[config.mk]
export PLATFORM = sky130hd
export DESIGN_NAME = timer_counter_global_control
export DESIGN_NICKNAME = d
export VERILOG_FILES = /design/src/common/timer_pkg.sv /design/src/verilog/timer_counter_global_control.sv
export SDC_FILE = /design/constraint.sdc
export NUM_CORES = 1
export LEC_CHECK = 0
export BUFFER_PORTS_ARGS = -buffer_cell sky130_fd_sc_hd__buf_2
export CORE_MARGIN = 2
export CORE_UTILIZATION = 40
export CTS_BUF_LIST = sky130_fd_sc_hd__clkbuf_4 sky130_fd_sc_hd__clkbuf_8
export DETAILED_ROUTE_END_ITERATION = 10
export PLACE_DENSITY = 0.62
export SLEW_MARGIN = 20
export SYNTH_ARGS = -nofsm -noshare
export SYNTH_HDL_FRONTEND = slang
export SYNTH_SLANG_ARGS = --single-unit
[constraint.sdc]
create_clock -name clk_in -period 8.7 [get_ports clk_in]
set_clock_uncertainty 0.1 [all_clocks]
set_input_delay 1.74 -clock clk_in [delete_from_list [all_inputs] [get_ports clk_in]]
set_output_delay 1.74 -clock clk_in [all_outputs]
set_load 0.02 [all_outputs]
[src/common/timer_pkg.sv]
// Constants, field layouts and carrier types for the timer global control block.
// What this block does
// - Up counting sets the overflow flag when the counter wraps to zero after modulo.
// - Center mode sets the overflow flag on the step down after reaching modulo.
// - Overflow flag clears only by status read while set, then writing zero.
// - An overflow between that read and write disarms the clear, so the flag stays set.
// - Writing one to the flag does nothing; reset clears the whole status register.
// - Interrupt request is flag and enable bit 6 together; otherwise software polls.
// - Bit 5 clear counts up; set counts up and down with center PWM on channels.
// - With bit 5 clear each channel follows its own mode select bits.
// - Clock field bits 4:3 picks none, bus rate, fixed system or external pin.
// - External and fixed clocks are synchronised to the bus clock before the prescaler.
// - Prescale field bits 2:0 divides the selected clock by two to that power.
// - Counter bytes are read-only; reading one latches both until the other is read.
// - Reset, counter byte writes and status writes restart the read latch.
// - Reset clears the counter to zero.
// - Any write to a counter byte resets the counter; reads never disturb it.
// - Modulo of all zeros or all ones gives a free-running full-range counter.
// - After modulo the counter restarts from zero, or turns down in center mode.
// - In background debug mode the counter and read latch freeze, even on reads.
package timer_pkg;
  localparam int ADDR_W = 2;
  localparam logic [ADDR_W-1:0] ADDR_STATUS = 2'h0;
  localparam logic [ADDR_W-1:0] ADDR_CNT_HI = 2'h1;
  localparam logic [ADDR_W-1:0] ADDR_CNT_LO = 2'h2;
  localparam logic [ADDR_W-1:0] ADDR_MOD_HI = 2'h3;
  localparam int BIT_FLAG = 7;
  localparam int BIT_IRQ_EN = 6;
  localparam int BIT_CENTER = 5;
  localparam int CLK_HI = 4;
  localparam int CLK_LO = 3;
  localparam int PS_HI = 2;
  localparam int PS_LO = 0;
  localparam logic [7:0] STATUS_RESET = 8'h00;
  localparam logic [15:0] COUNT_ZERO = 16'h0000;
  localparam logic [15:0] COUNT_ONE = 16'h0001;
  localparam logic [15:0] COUNT_FULL = 16'hFFFF;
  localparam logic [7:0] MOD_ZERO = 8'h00;
  localparam logic [7:0] BYTE_ZERO = 8'h00;
  localparam logic [6:0] PRESC_ZERO = 7'h00;
  localparam logic [6:0] PRESC_ONE = 7'h01;
  typedef enum logic [1:0] {SRC_NONE, SRC_BUS, SRC_FIXED, SRC_EXT} clk_src_t;
  typedef struct packed {
    logic center_align_select;
    logic count_down;
    logic [15:0] count;
  } counter_view_t;
  typedef struct packed {
    logic [ADDR_W-1:0] addr;
    logic [7:0] wdata;
    logic wr;
    logic rd;
  } reg_req_t;
endpackage : timer_pkg

[src/verilog/timer_counter_global_control.sv]
// Timer global control: status register, clock select, prescaler, counter and read latch.
//
// The strobed register port and the register offsets were chosen for this implementation.
`timescale 1ns/1ps
module timer_counter_global_control
  import timer_pkg::*;
#(
  parameter int COUNT_W = 16,
  parameter int PS_STAGES = 7
) (
  input wire logic clk_in,
  input wire logic rst_n_in,
  input wire reg_req_t req_in,
  output logic [7:0] rdata_out,
  input wire logic fixed_system_clock_in,
  input wire logic external_timer_clock_pin_in,
  input wire logic debug_active_in,
  input wire logic [7:0] modulo_lo_in,
  output logic overflow_irq_out,
  output logic overflow_event_out,
  output counter_view_t counter_view_out
);
  // The byte layout and prescaler tap counter are fixed by the register map.
  if (COUNT_W != 16 || PS_STAGES != 7) begin : g_bad_params
    $error("timer_counter_global_control supports only a 16-bit counter and 7 stages");
  end

  logic overflow_flag;
  logic overflow_irq_enable;
  logic center_align_select;
  logic [1:0] clock_source_field;
  logic [2:0] prescale_field;
  logic flag_armed;
  logic [15:0] count;
  logic count_down;
  logic [7:0] modulo_hi;
  logic [15:0] latch;
  logic latch_full;
  logic fix_s1, fix_s2, fix_s3;
  logic ext_s1, ext_s2, ext_s3;
  logic [6:0] presc;
  logic src_tick;
  logic step;
  logic at_top;
  logic overflow;
  logic next_dir_down;
  logic [15:0] next_count;
  logic [15:0] modulo_value;
  logic wr_status;
  logic rd_status;
  logic wr_count;
  logic rd_count;
  logic [ADDR_W-1:0] first_addr;
  logic [7:0] status_byte;

  // Access decode from the plain register port.
  assign wr_status = req_in.wr && req_in.addr == ADDR_STATUS;
  assign rd_status = req_in.rd && req_in.addr == ADDR_STATUS;
  assign wr_count = req_in.wr && (req_in.addr == ADDR_CNT_HI || req_in.addr == ADDR_CNT_LO);
  assign rd_count = req_in.rd && (req_in.addr == ADDR_CNT_HI || req_in.addr == ADDR_CNT_LO);
  assign modulo_value = {modulo_hi, modulo_lo_in};
  assign status_byte = {overflow_flag, overflow_irq_enable, center_align_select,
                        clock_source_field, prescale_field};

  // Two-stage synchronisers; the third stage gives a clean edge for each source.
  always_ff @(posedge clk_in or negedge rst_n_in) begin
    if (!rst_n_in) begin
      fix_s1 <= 1'b0;
      fix_s2 <= 1'b0;
      fix_s3 <= 1'b0;
      ext_s1 <= 1'b0;
      ext_s2 <= 1'b0;
      ext_s3 <= 1'b0;
    end else begin
      fix_s1 <= fixed_system_clock_in;
      fix_s2 <= fix_s1;
      fix_s3 <= fix_s2;
      ext_s1 <= external_timer_clock_pin_in;
      ext_s2 <= ext_s1;
      ext_s3 <= ext_s2;
    end
  end

  // Source select; synchronised sources tick once per rising edge.
  always_comb begin
    unique case (clk_src_t'(clock_source_field))
      SRC_NONE: src_tick = 1'b0;
      SRC_BUS: src_tick = 1'b1;
      SRC_FIXED: src_tick = fix_s2 && !fix_s3;
      SRC_EXT: src_tick = ext_s2 && !ext_s3;
    endcase
  end

  // Prescaler: a step when the low prescale_field bits of the tap counter are all zero.
  always_ff @(posedge clk_in or negedge rst_n_in) begin
    if (!rst_n_in) begin
      presc <= PRESC_ZERO;
    end else if (wr_count || clock_source_field == 2'(SRC_NONE)) begin
      presc <= PRESC_ZERO;
    end else if (src_tick && !debug_active_in) begin
      presc <= presc + PRESC_ONE;
    end
  end
  assign step = src_tick && !debug_active_in &&
                ((presc & ((PRESC_ONE << prescale_field) - PRESC_ONE)) == PRESC_ZERO);

  // Terminal count: zero and all-ones modulo both run over the full range.
  assign at_top = (modulo_value == COUNT_ZERO || modulo_value == COUNT_FULL) ?
                  (count == COUNT_FULL) : (count == modulo_value);

  // Next counter value and direction.
  always_comb begin
    next_count = count + COUNT_ONE;
    next_dir_down = count_down;
    overflow = 1'b0;
    if (!center_align_select) begin
      next_dir_down = 1'b0;
      if (at_top) begin
        next_count = COUNT_ZERO;
        overflow = 1'b1;
      end
    end else if (count_down || at_top) begin
      next_count = count - COUNT_ONE;
      next_dir_down = 1'b1;
      overflow = at_top;
      if (count == COUNT_ONE) begin
        next_dir_down = 1'b0;
      end
    end
  end

  // Counter and direction.
  always_ff @(posedge clk_in or negedge rst_n_in) begin
    if (!rst_n_in) begin
      count <= COUNT_ZERO;
      count_down <= 1'b0;
    end else if (wr_count) begin
      count <= COUNT_ZERO;
      count_down <= 1'b0;
    end else if (step) begin
      count <= next_count;
      count_down <= next_dir_down;
    end
  end
  assign overflow_event_out = step && overflow;

  // Control fields; the flag bit is not writable as one.
  always_ff @(posedge clk_in or negedge rst_n_in) begin
    if (!rst_n_in) begin
      overflow_irq_enable <= STATUS_RESET[BIT_IRQ_EN];
      center_align_select <= STATUS_RESET[BIT_CENTER];
      clock_source_field <= STATUS_RESET[CLK_HI:CLK_LO];
      prescale_field <= STATUS_RESET[PS_HI:PS_LO];
    end else if (wr_status) begin
      overflow_irq_enable <= req_in.wdata[BIT_IRQ_EN];
      center_align_select <= req_in.wdata[BIT_CENTER];
      clock_source_field <= req_in.wdata[CLK_HI:CLK_LO];
      prescale_field <= req_in.wdata[PS_HI:PS_LO];
    end
  end

  // Overflow flag and its read-then-write-zero clear; a new overflow wins and disarms.
  // The two-access clear means an overflow landing between the accesses is never lost.
  always_ff @(posedge clk_in or negedge rst_n_in) begin
    if (!rst_n_in) begin
      overflow_flag <= STATUS_RESET[BIT_FLAG];
      flag_armed <= 1'b0;
    end else if (overflow_event_out) begin
      overflow_flag <= 1'b1;
      flag_armed <= 1'b0;
    end else if (rd_status && overflow_flag) begin
      flag_armed <= 1'b1;
    end else if (wr_status) begin
      if (flag_armed && !req_in.wdata[BIT_FLAG]) begin
        overflow_flag <= 1'b0;
      end
      flag_armed <= 1'b0;
    end
  end
  assign overflow_irq_out = overflow_flag && overflow_irq_enable;

  // Modulo high byte, held here; the low byte comes from the modulo logic.
  always_ff @(posedge clk_in or negedge rst_n_in) begin
    if (!rst_n_in) begin
      modulo_hi <= MOD_ZERO;
    end else if (req_in.wr && req_in.addr == ADDR_MOD_HI) begin
      modulo_hi <= req_in.wdata;
    end
  end

  // Coherent read latch: first byte read fills it, the other byte read releases it.
  always_ff @(posedge clk_in or negedge rst_n_in) begin
    if (!rst_n_in) begin
      latch <= COUNT_ZERO;
      latch_full <= 1'b0;
    end else if (wr_count || wr_status) begin
      latch_full <= 1'b0;
    end else if (rd_count && !debug_active_in) begin
      // A repeat read of the opening byte returns the held half and keeps it full.
      if (!latch_full) begin
        latch <= count;
        latch_full <= 1'b1;
      end else if (req_in.addr != first_addr) begin
        latch_full <= 1'b0;
      end
    end
  end

  // Remember which byte opened the latch.
  always_ff @(posedge clk_in or negedge rst_n_in) begin
    if (!rst_n_in) begin
      first_addr <= ADDR_STATUS;
    end else if (rd_count && !latch_full && !debug_active_in) begin
      first_addr <= req_in.addr;
    end
  end

  // Read data one cycle after the strobe.
  always_ff @(posedge clk_in or negedge rst_n_in) begin
    if (!rst_n_in) begin
      rdata_out <= BYTE_ZERO;
    end else if (req_in.rd) begin
      unique case (req_in.addr)
        ADDR_STATUS: rdata_out <= status_byte;
        ADDR_CNT_HI: rdata_out <= latch_full ? latch[15:8] : count[15:8];
        ADDR_CNT_LO: rdata_out <= latch_full ? latch[7:0] : count[7:0];
        ADDR_MOD_HI: rdata_out <= modulo_hi;
      endcase
    end else begin
      rdata_out <= BYTE_ZERO;
    end
  end

  // View of the counter shared with the channel logic.
  assign counter_view_out = '{center_align_select: center_align_select,
                              count_down: count_down, count: count};

  // Assertions.
  property p_flag_set;
    @(posedge clk_in) disable iff (!rst_n_in) overflow_event_out |=> overflow_flag;
  endproperty
  a_flag_set: assert property (p_flag_set) else $error("flag not set on overflow");
  property p_up_wrap;
    @(posedge clk_in) disable iff (!rst_n_in)
      (step && !center_align_select && at_top && !wr_count) |=> count == COUNT_ZERO;
  endproperty
  a_up_wrap: assert property (p_up_wrap) else $error("counter did not wrap");
  property p_irq;
    @(posedge clk_in) disable iff (!rst_n_in)
      (overflow_event_out && overflow_irq_enable && !wr_status) |=> overflow_irq_out;
  endproperty
  a_irq: assert property (p_irq) else $error("irq mismatch");
  property p_no_clock;
    @(posedge clk_in) disable iff (!rst_n_in)
      (clock_source_field == 2'b00 && !wr_count) |=> $stable(count);
  endproperty
  a_no_clock: assert property (p_no_clock) else $error("counter moved with no clock");
  property p_cnt_write;
    @(posedge clk_in) disable iff (!rst_n_in) wr_count |=> count == COUNT_ZERO && !latch_full;
  endproperty
  a_cnt_write: assert property (p_cnt_write) else $error("counter write ignored");
  property p_debug_freeze;
    @(posedge clk_in) disable iff (!rst_n_in)
      (debug_active_in && !wr_count && !wr_status) |=> $stable(count) && $stable(latch_full);
  endproperty
  a_debug_freeze: assert property (p_debug_freeze) else $error("debug freeze broken");
  property p_clear_needs_read;
    @(posedge clk_in) disable iff (!rst_n_in) (overflow_flag && !flag_armed) |=> overflow_flag;
  endproperty
  a_clear_needs_read: assert property (p_clear_needs_read) else $error("flag cleared early");
  property p_status_write;
    @(posedge clk_in) disable iff (!rst_n_in) wr_status |=> !latch_full && !flag_armed;
  endproperty
  a_status_write: assert property (p_status_write) else $error("status write no restart");

  // Source ticks since the last step; valid only once a step has set the phase.
  logic [6:0] tick_gap;
  logic gap_valid;
  always_ff @(posedge clk_in or negedge rst_n_in) begin
    if (!rst_n_in) begin
      tick_gap <= PRESC_ZERO;
      gap_valid <= 1'b0;
    end else if (wr_count || wr_status) begin
      tick_gap <= PRESC_ZERO;
      gap_valid <= 1'b0;
    end else if (step) begin
      tick_gap <= PRESC_ZERO;
      gap_valid <= 1'b1;
    end else if (src_tick && !debug_active_in) begin
      tick_gap <= tick_gap + PRESC_ONE;
    end
  end
  property p_prescale;
    @(posedge clk_in) disable iff (!rst_n_in)
      (step && gap_valid) |-> tick_gap == ((PRESC_ONE << prescale_field) - PRESC_ONE);
  endproperty
  a_prescale: assert property (p_prescale) else $error("prescaler divide wrong");

  // Flag sequence checks.
  property p_flag_clear;
    @(posedge clk_in) disable iff (!rst_n_in)
      (wr_status && flag_armed && !req_in.wdata[BIT_FLAG] && !overflow_event_out) |=>
        !overflow_flag;
  endproperty
  a_flag_clear: assert property (p_flag_clear) else $error("armed clear ignored");
  property p_rearm;
    @(posedge clk_in) disable iff (!rst_n_in) overflow_event_out |=> !flag_armed;
  endproperty
  a_rearm: assert property (p_rearm) else $error("overflow did not restart clear");
  property p_flag_only_event;
    @(posedge clk_in) disable iff (!rst_n_in)
      (!overflow_flag && !overflow_event_out) |=> !overflow_flag;
  endproperty
  a_flag_only_event: assert property (p_flag_only_event) else $error("flag set by write");

  // Counting direction and clock source checks.
  property p_center_turn;
    @(posedge clk_in) disable iff (!rst_n_in)
      (step && center_align_select && at_top && !wr_count) |=> overflow_flag &&
        count == $past(count) - COUNT_ONE;
  endproperty
  a_center_turn: assert property (p_center_turn) else $error("center turn wrong");
  property p_up_only;
    @(posedge clk_in) disable iff (!rst_n_in)
      (step && !center_align_select && !wr_count) |=> !count_down;
  endproperty
  a_up_only: assert property (p_up_only) else $error("counted down in up mode");
  property p_bus_tick;
    @(posedge clk_in) disable iff (!rst_n_in)
      (clock_source_field == 2'(SRC_BUS) && prescale_field == '0 && !debug_active_in) |-> step;
  endproperty
  a_bus_tick: assert property (p_bus_tick) else $error("bus clock missed a step");
  property p_sync_fixed;
    @(posedge clk_in) disable iff (!rst_n_in)
      (clock_source_field == 2'(SRC_FIXED) && !fix_s2) |-> !step;
  endproperty
  a_sync_fixed: assert property (p_sync_fixed) else $error("unsynchronised step");

  // Read latch checks.
  property p_latch_hold;
    @(posedge clk_in) disable iff (!rst_n_in)
      (latch_full && !wr_count && !wr_status) |=> $stable(latch);
  endproperty
  a_latch_hold: assert property (p_latch_hold) else $error("latched value moved");
  property p_read_quiet;
    @(posedge clk_in) disable iff (!rst_n_in)
      (req_in.rd && !step) |=> $stable(count);
  endproperty
  a_read_quiet: assert property (p_read_quiet) else $error("read disturbed counter");
  c_overflow: cover property (@(posedge clk_in) disable iff (!rst_n_in) overflow_event_out);
  c_clear: cover property (@(posedge clk_in) disable iff (!rst_n_in) $fell(overflow_flag));
  c_center: cover property (@(posedge clk_in) disable iff (!rst_n_in) $rose(count_down));
  c_rearm: cover property (@(posedge clk_in) disable iff (!rst_n_in)
    flag_armed && overflow_event_out);
  c_slow_step: cover property (@(posedge clk_in) disable iff (!rst_n_in)
    step && gap_valid && &prescale_field);
endmodule : timer_counter_global_control

==> impl_metrics.env <==
export IMPL_rsz_0062_raised_after_global_routing="false"
export IMPL_p_leak_uw=0.00232
export IMPL_hold_violation_count_in_the_final_report=0
export IMPL_clock_tree_root_cell="clkbuf_8"
export IMPL_seq_pwr_share=0.443
export IMPL_max_freq_mhz=178
export IMPL_yosysSeqAreaShare=0.421
export IMPL_x_dimension_of_the_die_um=109
export IMPL_synth_async_sr_flop_share=1.00
export IMPL_synth_top_flop_cell="dfrtp_1"
export IMPL_synth_ff_latch_count=74
export IMPL_final_util=0.457
export IMPL_timing_critical_path_to_type="output port"
export IMPL_portBuffers=52
export IMPL_core_area_sq_mm=0.0108
export IMPL_power_frac_clock=0.300
export IMPL_synth_top_cells_by_area="dfrtp_1, mux2_2, nand2_1, xor2_1, mux2i_1"
export IMPL_setup_tns_ns=0
export IMPL_cts_clk_slew_worst_paths_ns=0.08
export IMPL_nets=501
export IMPL_post_route_cell_area_sq_mm=0.00493
export IMPL_drc_markers=0
export IMPL_syn_mean_instance_area_sq_um=10.1
export IMPL_holdBufCountCts=0
export IMPL_mappedNetlistArea_sq_mm=0.00440
export IMPL_report_final_setup_viol=0
export IMPL_gp_congestion=0.849
export IMPL_detail_route_vias_per_cell=5.72
export IMPL_postRouteAntennaNets=0
export IMPL_drt_iter0_markers=259
export IMPL_cts_buffers=9
export IMPL_yosys_cell_count_top_type="dfrtp_1"
export IMPL_sw_pwr_uw=348
export IMPL_worst_ir_drop_vdd_mv=0.100
export IMPL_antenna_diode_count=0
export IMPL_sum_of_net_half_perimeters_after_detailed_placement_um=8140
export IMPL_layout_drive_gt1_share=0.284
export IMPL_initial_util=0.408
export IMPL_cap_violations=0
export IMPL_number_of_top_level_design_ports=53
export IMPL_startpoint_type="primary input"
export IMPL_die_area_sq_mm=0.0119
export IMPL_power_density_cell_area_mw_per_mm2=202
export IMPL_totalWireLength_um=11200
export IMPL_post_place_instance_area_sq_mm=0.00470
export IMPL_post_cts_resize_count=0
export IMPL_status="finished, final reports clean"
export IMPL_htree_levels=3
export IMPL_syn_instance_count=435
export IMPL_die_h_um=109
export IMPL_timing_final_crit_share=0.646
export IMPL_layout_min_cycle_time_ns=5.62
export IMPL_drt_pre_antenna_iters=5
export IMPL_clockBufferDepth=2
export IMPL_flow_area_growth_from_synthesis_pct=12.1
export IMPL_clock_insertion_delay_worst_skew_ns=0.35
export IMPL_grt_overflow_total=0
export IMPL_grt_max_degree=75
export IMPL_post_synth_top_area_cell="dfrtp_1"
export IMPL_comb_power_share=0.257
export IMPL_max_slew_worst_pin_slew_ns=0.964
export IMPL_synth_net_count=469
export IMPL_grt_pass1_vias=3354
export IMPL_routedWlPerCell_um=18.4
export IMPL_slowest_stage_delay_cp_ns=0.39
export IMPL_worst_path_max_delay_cell="nor4_1"
export IMPL_synthDominantCellAreaShare=0.421
export IMPL_power_share_switching=0.348
export IMPL_yosysUniqueCellTypes=55
export IMPL_slew_viol_final=0
export IMPL_path_cells="buf_2, nor4_1, and4_4, or2_1, a32oi_4, nor3_1, nand2_1, nor2_1, buf_2"
export IMPL_critical_path_most_common_cell="buf_2"
export IMPL_crit_fanout=6
export IMPL_vias=3499
export IMPL_clock_sinks=74
export IMPL_synth_enable_flop_cells=0
export IMPL_cts_tree="done"
export IMPL_antenna_found_initial=0
export IMPL_internal_power_uw=651
export IMPL_worst_ep_required_time_ns=6.86
export IMPL_worstHoldPathType="flop to flop"
export IMPL_synth_common_cells="dfrtp_1, mux2_2, nand2_1"
export IMPL_worstPathArrival_ns=3.78
export IMPL_rows=38
export IMPL_path_class="primary input to output port"
export IMPL_total_power_uw=999
export IMPL_maxSlewHeadroom=0.357
export IMPL_first_pass_grt_wire_length_um=17900
export IMPL_cts_post_setup_buffers_inserted=0
export IMPL_track_usage=0.197
export IMPL_ys_warn_count=0
## worst paths after layout
| path | from | endpoint | slack (ns) | cells past startpoint |
|---|---|---|---|---|
| max in group asynchronous | rst_n_in | rdata_out[6] | 6.43 | 1 |
| max | modulo_lo_in[2] | overflow_event_out | 3.08 | 9 |
| min in group asynchronous | rst_n_in | count[2] | 1.43 | 1 |
| min reg2reg | fix_s1 | fix_s2 | 0.26 | 0 |
| min | fix_s1 | fix_s2 | 0.26 | 0 |
| max reg2reg | count[1] | count[3] | 4.95 | 9 |
## cell type report
cell class,instances,area (sq um)
fillers,1033,5860
multi-input cells,321,2380
flip-flops and latches,74,1850
repair buffers,53,270
well taps,140,175
clock buffers,9,124
clock inverters,7,98.8
inverters,8,30.0
## power by group through the flow
stage               Sequential (uW)  Clock [uW]  Combinational, uW
floorplan                       428           0                187
global placement                448           0                251
detailed placement              449           0                253
CTS                             442         304                255
global route                    449         319                286
finish                          442         299                257
## logic make-up (layout without fill, tap and decap cells)
group | Yosys count | count (layout) | share of synthesized area
AND/OR/NAND/NOR | 149 | 149 | 0.183
flip-flops | 74 | 74 | 0.421
adder cells (fa/ha/maj) | 9 | 9 | 0.0256
multiplexers | 62 | 62 | 0.156
AO/OA/AOI/OAI | 81 | 81 | 0.135
XOR/XNOR | 20 | 20 | 0.0398
buffers and inverters | 40 | 77 | 0.0406
## cells in the final DEF (no fill, tap or decap), types with 3 or more instances in the layout
cell type,instances
nand2b_1,3
dfrtp_1,74
nor2_1,22
clkbuf_8,9
buf_2,51
inv_1,8
nand4_1,7
o21ai_0,16
a222oi_1,8
nand2_1,44
or4b_1,5
and2_1,13
nor4_1,7
mux2i_1,12
nor3_1,7
o221a_2,4
ha_1,9
nor2b_1,3
mux2_2,49
nand3b_1,5
xor2_1,15
or3_1,6
o22ai_1,4
a21oi_1,15
a31oi_1,15
o211ai_1,4
nand3_1,14
and4_1,3
xnor2_1,5
## through the flow
stage / cells / hold slack, ns / worst slack, ns
floorplan: 435 / 0.231 / 3.57
global placement: 596 / 0.234 / 3.18
detailed placement: 596 / 0.246 / 3.11
CTS: 612 / 0.266 / 3.10
global route: 612 / 0.269 / 2.89
finish: 612 / 0.260 / 3.08
## sequential cells by signal (all words and copies together), names as in the netlist, 2 cells and up
register            cells
count                  16
rdata_out               8
prescale_field          3
modulo_hi               8
latch                  16
presc                   7
first_addr              2
clock_source_field      2
## per-layer routing
metal,share of wire,up-vias,GRT usage,wire length [um]
met5,0,-,0,0
met4,0.015,0,0.0595,174
met3,0.051,13,0.0436,579
met2,0.48,118,0.306,5400
met1,0.45,1706,0.275,5100
li1,-,1662,-,-
## critical path: cells and delay by family
| kind | cells | cell delay (ns) |
|---|---|---|
| AO/OA/AOI/OAI | 1 | 0.16 |
| buffers and inverters | 2 | 0.34 |
| AND/OR/NAND/NOR | 6 | 1.53 |
No activity file was read; power rests on OpenSTA's default activity.
